**src/pkg/uep_map.vh**
```
`ifndef UEP_MAP_VH
`define UEP_MAP_VH
// -----------------------------------------------------------------
// Register byte offsets
// -----------------------------------------------------------------
`define UEP_OFF_EP0_OUT_CONFIG 12'h000
`define UEP_OFF_EP0_OUT_BYTE_COUNT 12'h004
`define UEP_OFF_FUNCTION_ADDRESS 12'h008
`define UEP_OFF_USB_EVENT_STATUS 12'h00C
`define UEP_OFF_USB_EVENT_MASK 12'h010
`define UEP_OFF_LINK_STATUS 12'h014
// -----------------------------------------------------------------
// Field positions
// -----------------------------------------------------------------
`define UEP_CFG_IRQ_EN_BIT 2
`define UEP_CFG_STALL_BIT 3
`define UEP_CFG_TOGGLE_BIT 5
`define UEP_CFG_BMGR_EN_BIT 7
`define UEP_BCNT_FULL_BIT 7
`define UEP_EV_SETUP_OVW 0
`define UEP_EV_WAKE 1
`define UEP_EV_SETUP 2
`define UEP_EV_RING1 3
`define UEP_EV_RING2 4
`define UEP_EV_RESUME 5
`define UEP_EV_SUSPEND 6
`define UEP_EV_PORT_RESET 7
// -----------------------------------------------------------------
// Reset values and limits
// -----------------------------------------------------------------
`define UEP_CFG_RESET 8'h00
`define UEP_BCNT_RESET 8'h00
`define UEP_ADDR_RESET 7'h00
`define UEP_STATUS_RESET 8'h00
`define UEP_MASK_RESET 8'h00
`define UEP_MAX_COUNT 4'h8
`define UEP_CFG_WMASK 8'h8C
`define UEP_RESP_OKAY 2'h0
`define UEP_RESP_SLVERR 2'h2
`endif

```
**src/rtl/uep_sync2.v**
```verilog
`timescale 1ns/10ps
`default_nettype none
// -----------------------------------------------------------------
// Two-flop synchroniser, one per bit
// -----------------------------------------------------------------
module uep_sync2 #(
	parameter W = 8
) (
	input wire aclk,
	input wire aresetn,
	input wire [W-1:0] din,
	output wire [W-1:0] dout
);
	genvar i;
	generate
		for (i = 0; i < W; i = i + 1) begin : g_bit
			reg s1_r;
			reg s2_r;
			// First stage feeds only the second
			always @(posedge aclk) begin
				if (!aresetn) begin
					s1_r <= 1'b0;
					s2_r <= 1'b0;
				end else begin
					s1_r <= din[i];
					s2_r <= s1_r;
				end
			end
			assign dout[i] = s2_r;
		end
	endgenerate
endmodule // uep_sync2
`default_nettype wire

```
**src/rtl/uep_ctrl.v**
```verilog
`timescale 1ns/10ps
`default_nettype none
`include "uep_map.vh"
// Summary of operation
// - Completed endpoint transaction raises interrupt only when irq-enable bit set.
// - Stall bit set makes device answer STALL, then hardware clears it.
// - Config bit 5 reads the current DATA0/DATA1 toggle state.
// - Buffer manager may use endpoint only while enable bit 7 is one.
// - Byte count is 4 bits, 0 to 8; larger values never produced.
// - Count bit 7 full means held packet; further host OUT gets NAK.
// - Software writes 7-bit function address; device matches it; resets to zero.
// - Status flags set by hardware only, cleared by writing one.
// - Each set, unmasked status flag requests a microcontroller interrupt.
// - New SETUP while setup buffer still holds one sets overwrite flag.
// - Wake-up pin request sets remote wake flag.
// - SETUP sets setup flag; while set, IN and OUT get NAK.
// - Bus resume detection sets resume flag.
// - Global or selective suspend detection sets suspend flag.
// - Host port reset sets reset flag; function reset leaves it alone.
// - Mask register mirrors status layout bit for bit.
// - Next SETUP clears the stall bit automatically.
module uep_ctrl (
	input wire aclk,
	input wire aresetn,
	input wire func_resetn,
	input wire [11:0] s_axi_awaddr,
	input wire s_axi_awvalid,
	output wire s_axi_awready,
	input wire [31:0] s_axi_wdata,
	input wire [3:0] s_axi_wstrb,
	input wire s_axi_wvalid,
	output wire s_axi_wready,
	output wire [1:0] s_axi_bresp,
	output wire s_axi_bvalid,
	input wire s_axi_bready,
	input wire [11:0] s_axi_araddr,
	input wire s_axi_arvalid,
	output wire s_axi_arready,
	output wire [31:0] s_axi_rdata,
	output wire [1:0] s_axi_rresp,
	output wire s_axi_rvalid,
	input wire s_axi_rready,
	input wire tok_setup,
	input wire tok_out,
	input wire tok_in,
	input wire [6:0] tok_addr,
	input wire out_data_ok,
	input wire out_data_pid,
	input wire [3:0] out_data_count,
	input wire xfer_done,
	input wire setup_buf_busy,
	input wire wake_pin,
	input wire ring1_pin,
	input wire ring2_pin,
	input wire resume_det,
	input wire suspend_det,
	input wire port_reset_det,
	output reg hs_ack,
	output reg hs_nak,
	output reg hs_stall,
	output reg addr_match,
	output reg buffer_manager_grant,
	output reg usb_irq
);
	// -----------------------------------------------------------------
	// Pin synchronisers
	// -----------------------------------------------------------------
	wire [5:0] pin_s;
	uep_sync2 #(.W(6)) u_sync (
		.aclk(aclk),
		.aresetn(aresetn),
		.din({port_reset_det, suspend_det, resume_det, ring2_pin, ring1_pin, wake_pin}),
		.dout(pin_s)
	);
	reg [5:0] pin_d_r;
	wire [5:0] pin_rise = pin_s & ~pin_d_r;

	// -----------------------------------------------------------------
	// Registers
	// -----------------------------------------------------------------
	reg xfer_irq_en_r;
	reg stall_r;
	reg data_toggle_state_r;
	reg buffer_manager_enable_r;
	reg [3:0] byte_count_r;
	reg buf_full_r;
	reg [6:0] assigned_address_r;
	reg [7:0] usb_event_status_r;
	reg [7:0] usb_event_mask_r;
	reg xfer_pend_r;
	reg [7:0] ev_set;
	reg [7:0] status_nxt;

	// AXI slave state
	reg aw_full_r;
	reg w_full_r;
	reg [11:0] awaddr_r;
	reg [31:0] wdata_r;
	reg [3:0] wstrb_r;
	reg bvalid_r;
	reg [1:0] bresp_r;
	reg rvalid_r;
	reg [31:0] rdata_r;
	reg [1:0] rresp_r;
	reg aw_rdy_r, w_rdy_r, ar_rdy_r;

	assign s_axi_awready = aw_rdy_r;
	assign s_axi_wready = w_rdy_r;
	assign s_axi_bvalid = bvalid_r;
	assign s_axi_bresp = bresp_r;
	assign s_axi_arready = ar_rdy_r;
	assign s_axi_rvalid = rvalid_r;
	assign s_axi_rdata = rdata_r;
	assign s_axi_rresp = rresp_r;

	wire wr_go = aw_full_r && w_full_r && !bvalid_r;
	// Next slave state, so the ready outputs can come straight from flops
	wire aw_full_nxt = !wr_go && (aw_full_r || (s_axi_awvalid && aw_rdy_r));
	wire w_full_nxt = !wr_go && (w_full_r || (s_axi_wvalid && w_rdy_r));
	wire bvalid_nxt = wr_go || (bvalid_r && !s_axi_bready);
	wire rvalid_nxt = (s_axi_arvalid && !rvalid_r) || (rvalid_r && !s_axi_rready);
	wire wr_lane0 = wr_go && wstrb_r[0];
	wire wr_cfg = wr_lane0 && (awaddr_r == `UEP_OFF_EP0_OUT_CONFIG);
	wire wr_bcnt = wr_lane0 && (awaddr_r == `UEP_OFF_EP0_OUT_BYTE_COUNT);
	wire wr_addr = wr_lane0 && (awaddr_r == `UEP_OFF_FUNCTION_ADDRESS);
	wire wr_stat = wr_lane0 && (awaddr_r == `UEP_OFF_USB_EVENT_STATUS);
	wire wr_mask = wr_lane0 && (awaddr_r == `UEP_OFF_USB_EVENT_MASK);
	wire wr_known = (awaddr_r == `UEP_OFF_EP0_OUT_CONFIG) || (awaddr_r == `UEP_OFF_EP0_OUT_BYTE_COUNT) ||
		(awaddr_r == `UEP_OFF_FUNCTION_ADDRESS) || (awaddr_r == `UEP_OFF_USB_EVENT_STATUS) ||
		(awaddr_r == `UEP_OFF_USB_EVENT_MASK) || (awaddr_r == `UEP_OFF_LINK_STATUS);

	// -----------------------------------------------------------------
	// Token decode
	// -----------------------------------------------------------------
	wire for_us = (tok_addr == assigned_address_r);
	wire setup_hit = tok_setup && for_us;
	wire out_hit = tok_out && for_us;
	wire in_hit = tok_in && for_us;
	wire setup_hold = usb_event_status_r[`UEP_EV_SETUP];
	wire out_take = out_hit && out_data_ok && !stall_r && !setup_hold && !buf_full_r;
	wire [3:0] count_clip = (out_data_count > `UEP_MAX_COUNT) ? `UEP_MAX_COUNT : out_data_count;

	// Hardware events; set beats a same-cycle clear
	always @* begin
		ev_set = 8'h00;
		ev_set[`UEP_EV_SETUP_OVW] = setup_hit && setup_buf_busy;
		ev_set[`UEP_EV_WAKE] = pin_rise[0];
		ev_set[`UEP_EV_SETUP] = setup_hit;
		ev_set[`UEP_EV_RING1] = pin_rise[1];
		ev_set[`UEP_EV_RING2] = pin_rise[2];
		ev_set[`UEP_EV_RESUME] = pin_rise[3];
		ev_set[`UEP_EV_SUSPEND] = pin_rise[4];
		ev_set[`UEP_EV_PORT_RESET] = pin_rise[5];
		status_nxt = usb_event_status_r;
		if (wr_stat) begin
			status_nxt = status_nxt & ~wdata_r[7:0];
		end
		status_nxt = status_nxt | ev_set;
	end

	// -----------------------------------------------------------------
	// Status flags; port reset flag survives function reset
	// -----------------------------------------------------------------
	always @(posedge aclk) begin
		if (!aresetn) begin
			usb_event_status_r <= `UEP_STATUS_RESET;
			pin_d_r <= 6'h00;
		end else begin
			pin_d_r <= pin_s;
			if (!func_resetn) begin
				usb_event_status_r <= {status_nxt[7], 7'h00};
			end else begin
				usb_event_status_r <= status_nxt;
			end
		end
	end

	// -----------------------------------------------------------------
	// Endpoint configuration, count, address, mask
	// -----------------------------------------------------------------
	always @(posedge aclk) begin
		if (!aresetn || !func_resetn) begin
			xfer_irq_en_r <= 1'b0;
			stall_r <= 1'b0;
			data_toggle_state_r <= 1'b0;
			buffer_manager_enable_r <= 1'b0;
			byte_count_r <= 4'h0;
			buf_full_r <= 1'b0;
			assigned_address_r <= `UEP_ADDR_RESET;
			usb_event_mask_r <= `UEP_MASK_RESET;
			xfer_pend_r <= 1'b0;
		end else begin
			if (wr_cfg) begin
				xfer_irq_en_r <= wdata_r[`UEP_CFG_IRQ_EN_BIT];
				buffer_manager_enable_r <= wdata_r[`UEP_CFG_BMGR_EN_BIT];
			end
			// Stall: software sets, hardware clears after the handshake or a SETUP
			if (setup_hit) begin
				stall_r <= 1'b0;
			end else if ((out_hit || in_hit) && stall_r && !setup_hold) begin
				stall_r <= 1'b0;
			end else if (wr_cfg) begin
				stall_r <= wdata_r[`UEP_CFG_STALL_BIT];
			end
			// Toggle: after SETUP DATA1 is next, accepted packet whose PID matches advances it
			if (setup_hit) begin
				data_toggle_state_r <= 1'b1;
			end else if (out_take && (out_data_pid == data_toggle_state_r)) begin
				data_toggle_state_r <= ~data_toggle_state_r;
			end
			// Hardware load wins over a software write in the same cycle
			if (out_take) begin
				byte_count_r <= count_clip;
				buf_full_r <= 1'b1;
			end else if (wr_bcnt) begin
				buf_full_r <= wdata_r[`UEP_BCNT_FULL_BIT];
			end
			if (wr_addr) begin
				assigned_address_r <= wdata_r[6:0];
			end
			if (wr_mask) begin
				usb_event_mask_r <= wdata_r[7:0];
			end
			// Completion pending until software clears by rewriting config
			if (xfer_done) begin
				xfer_pend_r <= 1'b1;
			end else if (wr_cfg) begin
				xfer_pend_r <= 1'b0;
			end
		end
	end

	// -----------------------------------------------------------------
	// Handshakes, grant and interrupt, all registered
	// -----------------------------------------------------------------
	always @(posedge aclk) begin
		if (!aresetn) begin
			hs_ack <= 1'b0;
			hs_nak <= 1'b0;
			hs_stall <= 1'b0;
			addr_match <= 1'b0;
			buffer_manager_grant <= 1'b0;
			usb_irq <= 1'b0;
		end else begin
			addr_match <= for_us;
			hs_ack <= setup_hit || out_take;
			hs_nak <= (out_hit || in_hit) && (setup_hold || (!stall_r && out_hit && buf_full_r));
			hs_stall <= (out_hit || in_hit) && stall_r && !setup_hold;
			buffer_manager_grant <= buffer_manager_enable_r && buf_full_r;
			usb_irq <= (|(usb_event_status_r & usb_event_mask_r)) || (xfer_pend_r && xfer_irq_en_r);
		end
	end

	// -----------------------------------------------------------------
	// AXI4-Lite write channel and registered ready flags
	// -----------------------------------------------------------------
	always @(posedge aclk) begin
		if (!aresetn) begin
			aw_rdy_r <= 1'b1;
			w_rdy_r <= 1'b1;
			ar_rdy_r <= 1'b1;
			aw_full_r <= 1'b0;
			w_full_r <= 1'b0;
			awaddr_r <= 12'h000;
			wdata_r <= 32'h00000000;
			wstrb_r <= 4'h0;
			bvalid_r <= 1'b0;
			bresp_r <= `UEP_RESP_OKAY;
		end else begin
			aw_rdy_r <= !aw_full_nxt && !bvalid_nxt;
			w_rdy_r <= !w_full_nxt && !bvalid_nxt;
			ar_rdy_r <= !rvalid_nxt;
			if (s_axi_awvalid && s_axi_awready) begin
				aw_full_r <= 1'b1;
				awaddr_r <= {s_axi_awaddr[11:2], 2'b00};
			end
			if (s_axi_wvalid && s_axi_wready) begin
				w_full_r <= 1'b1;
				wdata_r <= s_axi_wdata;
				wstrb_r <= s_axi_wstrb;
			end
			if (wr_go) begin
				aw_full_r <= 1'b0;
				w_full_r <= 1'b0;
				bvalid_r <= 1'b1;
				bresp_r <= wr_known ? `UEP_RESP_OKAY : `UEP_RESP_SLVERR;
			end else if (bvalid_r && s_axi_bready) begin
				bvalid_r <= 1'b0;
			end
		end
	end

	// -----------------------------------------------------------------
	// AXI4-Lite read channel; reserved bits read zero
	// -----------------------------------------------------------------
	always @(posedge aclk) begin
		if (!aresetn) begin
			rvalid_r <= 1'b0;
			rdata_r <= 32'h00000000;
			rresp_r <= `UEP_RESP_OKAY;
		end else if (s_axi_arvalid && !rvalid_r) begin
			rvalid_r <= 1'b1;
			rresp_r <= `UEP_RESP_OKAY;
			case ({s_axi_araddr[11:2], 2'b00})
				`UEP_OFF_EP0_OUT_CONFIG:
					rdata_r <= {24'h000000, buffer_manager_enable_r, 1'b0, data_toggle_state_r, 1'b0,
						stall_r, xfer_irq_en_r, 2'b00};
				`UEP_OFF_EP0_OUT_BYTE_COUNT:
					rdata_r <= {24'h000000, buf_full_r, 3'b000, byte_count_r};
				`UEP_OFF_FUNCTION_ADDRESS:
					rdata_r <= {25'h0000000, assigned_address_r};
				`UEP_OFF_USB_EVENT_STATUS:
					rdata_r <= {24'h000000, usb_event_status_r};
				`UEP_OFF_USB_EVENT_MASK:
					rdata_r <= {24'h000000, usb_event_mask_r};
				`UEP_OFF_LINK_STATUS:
					rdata_r <= {31'h00000000, xfer_pend_r};
				default: begin
					rdata_r <= 32'h00000000;
					rresp_r <= `UEP_RESP_SLVERR;
				end
			endcase
		end else if (rvalid_r && s_axi_rready) begin
			rvalid_r <= 1'b0;
		end
	end
endmodule // uep_ctrl
`default_nettype wire

```
**config.mk**
```make
export PLATFORM = sky130hd
export DESIGN_NAME = uep_ctrl
export DESIGN_NICKNAME = d
export VERILOG_FILES = /design/src/rtl/uep_sync2.v /design/src/rtl/uep_ctrl.v
export VERILOG_INCLUDE_DIRS = /design/src /design/src/pkg
export SDC_FILE = /design/constraint.sdc
export NUM_CORES = 1
export LEC_CHECK = 0
export ABC_AREA = 0
export BUFFER_PORTS_ARGS = -buffer_cell sky130_fd_sc_hd__buf_2
export CORE_MARGIN = 2
export CORE_UTILIZATION = 40
export DETAILED_ROUTE_END_ITERATION = 16
export HOLD_SLACK_MARGIN = 0.03
export PLACE_DENSITY = 0.66
export SYNTH_ARGS = -nofsm -noshare
export SYNTH_HDL_FRONTEND = slang
export SYNTH_SLANG_ARGS = --single-unit
```
**constraint.sdc**
```tcl
create_clock -name aclk -period 2 [get_ports aclk]
set_input_delay 0.2 -clock aclk [delete_from_list [all_inputs] [get_ports aclk]]
set_output_delay 0.2 -clock aclk [all_outputs]
set_load 0.005 [all_outputs]
```
==> reports/metrics.cfg <==
[pwr]
ir_drop_mv = 0.454
p_int_mw = 2.56
p_sw_uw = 938
p_per_area_nw_per_um2 = 759
p_clk_frac = 0.355
combPwrFrac = 0.087
swShare = 0.268
p_leak_nw = 1.95
seqPwrFrac = 0.558

[floorplan]
die_w_um = 103
start_util = 0.406
row_count = 36
core_area_um2 = 9640
ioPinCount = 139
die_h_um = 103
dieArea_um2 = 10600

[synthesis]
muxShareOfSynthArea = 0.0409
synth_area_leaders = dfxtp_1 (48%), nand2_1 (6.0%), buf_4 (5.2%)
synth_ff_type = dfxtp_1
avgSynthCellArea_um2 = 8.73
synth-simple-area-share = 0.232
synth_top_area_share = 0.476
ys_types = 45
syn_inst = 448
synthAdderAreaFrac = 0
ys_seq_elements = 93
async_reset_ff_frac = 0
synth.most_common_cell = dfxtp_1
ys_seq_area_frac = 0.476
synth_enable_flop_cells = 0
netlist_area_um2 = 3910
synth_top_family_by_area = simple AND/OR/NAND/NOR gates
ys_warn_count = 0
ys_top_cells_by_count = dfxtp_1 (93), nand2_1 (62), a21oi_1 (38), buf_4 (27), and2_1 (24)
yosys.area.top_type = dfxtp_1
synth_compound_area_frac = 0.148
synth_xor_area_frac = 0.0157

[drt]
wl_um = 9000
vias = 3263
drtIter0Drc = 160
drc_errors = 0
antenna_left = 0
drt-wirelength-per-cell_um = 13.5
viasPerCell = 4.88
first_pass_iters = 7

[clocking]
clock_latency_ps = 380
postCtsSetupRepairBufs = 0
clkTransAtPathRegs_ps = 100
htreeDepth = 3
cts_sinks = 93
ctsHoldBuffers = 6
cts.repair.resized = 0
root_buffer = clkbuf_8
cts_inserted_buffers = 9
cts.path.max_buffers = 2
cts_tree = built

[timing]
finalClockSkew_ps = 12.5
setup_violations = 0
relSlewSlack = 0.666
hold_violations = 0
fin_crit_ps = 1710
min_period_over_period = 0.857
slew_viol_final = 0
finalSetupTns_ps = 0
grt_setup_unrepaired = no
tightest_slew_ps = 501
fmax_mhz = 584

[worst_setup_path]
path_cells = nor4_1 > and4_1 > o21ai_0
critical_path_arrival_ps = 1950
reg2reg_slack_ps = 290
rr_startpoint = awaddr_r[5]$_SDFFE_PN0P_
crit_buf_inv = 0
reg2reg_depth = 3
required_ps = 2240
critPathLaunchType = flop
reg2reg_to = usb_event_mask_r[5]$_SDFFE_PN0P_
crit_path_top_delay_cell = and4_1
critPathMaxStageDelay_ps = 590
critPathMaxFanout = 16
path_class = flop to flop
critPathTopFamily = simple AND/OR/NAND/NOR gates
end_kind = flop

[layout]
stdcell_count = 668
fillers = 995
layout-drive-gt1-share = 0.209
syn_to_final_growth_pct = 17.7
final_nets = 622
design_area_um2 = 4600
n_antenna_cell = 0

[grt]
grt_pass1_vias = 2923
grt_usage = 0.171
grt_max_degree = 33
gr-total-overflow = 0
antenna_found_initial = 0
grt_pass1_wl_um = 13800

[job]
max-cap-violations = 0

[placement]
gp_congestion = 0.869
dp_hpwl_um = 6640
place_area_um2 = 4340
io_buffers = 81
dp_cells = 646

[min_path]
hold_path_end = awaddr_r[11]$_SDFFE_PN0P_
whs_path_depth = 3
hold_class = input port to flop
worstHoldStart = s_axi_awaddr[11]

[run_status]
outcome = finished, final reports clean

## layer usage
| layer | global-route usage | up-vias | share of wire |
|---|---|---|---|
| met5 | 0 | - | 0 |
| met4 | 0.0688 | 0 | 0.019 |
| met3 | 0.0414 | 13 | 0.060 |
| met2 | 0.292 | 107 | 0.48 |
| met1 | 0.206 | 1488 | 0.44 |
| li1 | - | 1655 | - |
## worst reg2reg max path: stages, from the launching register on
cell     delay, ps
dfxtp_1        350
nor4_1         470
and4_1         590
o21ai_0        190
## stage by stage
stage                     setup WS (ps)  utilization  total power, mW  hold slack [ps]
after floorplan                     487            -             2.20              317
after global placement              289        0.451             2.27              407
after detailed placement            222        0.451             2.29              410
after CTS                           307        0.478             3.52             35.5
after global routing                150        0.478             3.64             42.0
final                               286        0.478             3.50             46.2
## power by group through the flow
stage	Sequential, mW	Clock, mW	Combinational [mW]
6_report	1.95	1.24	0.303
5_1_grt	1.96	1.34	0.343
4_1_cts	1.95	1.27	0.305
3_5_place_dp	1.99	0	0.294
3_3_place_gp	1.99	0	0.285
2_1_floorplan	1.98	0	0.217
## layout make-up
| cell class | count | area [um2] | area share |
|---|---|---|---|
| Multi-Input combinational cell | 318 | 1810 | 0.392 |
| Inverter | 14 | 52.6 | 0.0114 |
| Tap cell | 133 | 166 | 0.0361 |
| Timing Repair Buffer | 94 | 518 | 0.112 |
| Clock buffer | 10 | 138 | 0.0299 |
| Clock inverter | 6 | 62.6 | 0.0136 |
| Sequential cell | 93 | 1860 | 0.404 |
## worst max-delay path by stage
stage                                       startpoint                               end  slack [ps]  cells past startpoint
finish                        awaddr_r[5]$_SDFFE_PN0P_  usb_event_mask_r[5]$_SDFFE_PN0P_         290                      3
global route                 awaddr_r[11]$_SDFFE_PN0P_  usb_event_mask_r[1]$_SDFFE_PN0P_         150                      3
CTS                           awaddr_r[5]$_SDFFE_PN0P_  usb_event_mask_r[5]$_SDFFE_PN0P_         310                      3
detailed placement                     s_axi_araddr[8]       s_axi_rdata[4]$_SDFFE_PN0P_         220                      5
global placement                       s_axi_araddr[8]       s_axi_rdata[4]$_SDFFE_PN0P_         290                      5
floorplan           assigned_address_r[4]$_SDFFE_PN0P_  data_toggle_state_r$_SDFFE_PN0P_         490                      4
## placed cells by master (no fill, tap or decap), types with 3 or more instances in the layout
master	netlist	final
nand3b_1	8	8
nand3_1	22	22
o21ai_0	21	21
and3_1	6	6
buf_4	27	7
o31ai_1	9	9
inv_1	13	13
nand2_1	62	62
nor2_1	14	14
nor3_1	3	3
inv_6	0	3
mux2i_1	16	16
and2_1	24	24
nand4_1	4	4
nor3b_1	3	3
a21oi_1	38	38
a31oi_1	7	7
dlygate4sd3_1	0	6
clkbuf_8	0	10
nor2b_1	5	5
buf_2	3	81
and3b_1	3	3
o22ai_1	4	4
dfxtp_1	93	93
o21ai_1	8	8
nand2b_1	9	9
conb_1	1	26
xor2_1	7	7
## logic make-up after synthesis
logic type      after synthesis
compound gates               97
mux                          16
buf+inv                      62
simple gates                172
other cells                   1
xor+xnor                      7
flops                        93
## state kept, by name (all words and copies together) (netlist names), 6 cells and up
name and flops:
u_sync.g_bit.s1_r 6, wdata_r 8, assigned_address_r 7, awaddr_r 10, s_axi_rdata 8, usb_event_mask_r 8
pin_d_r 6, u_sync.g_bit.s2_r 6, usb_event_status_r 8
(Power assumes the default switching activity.)
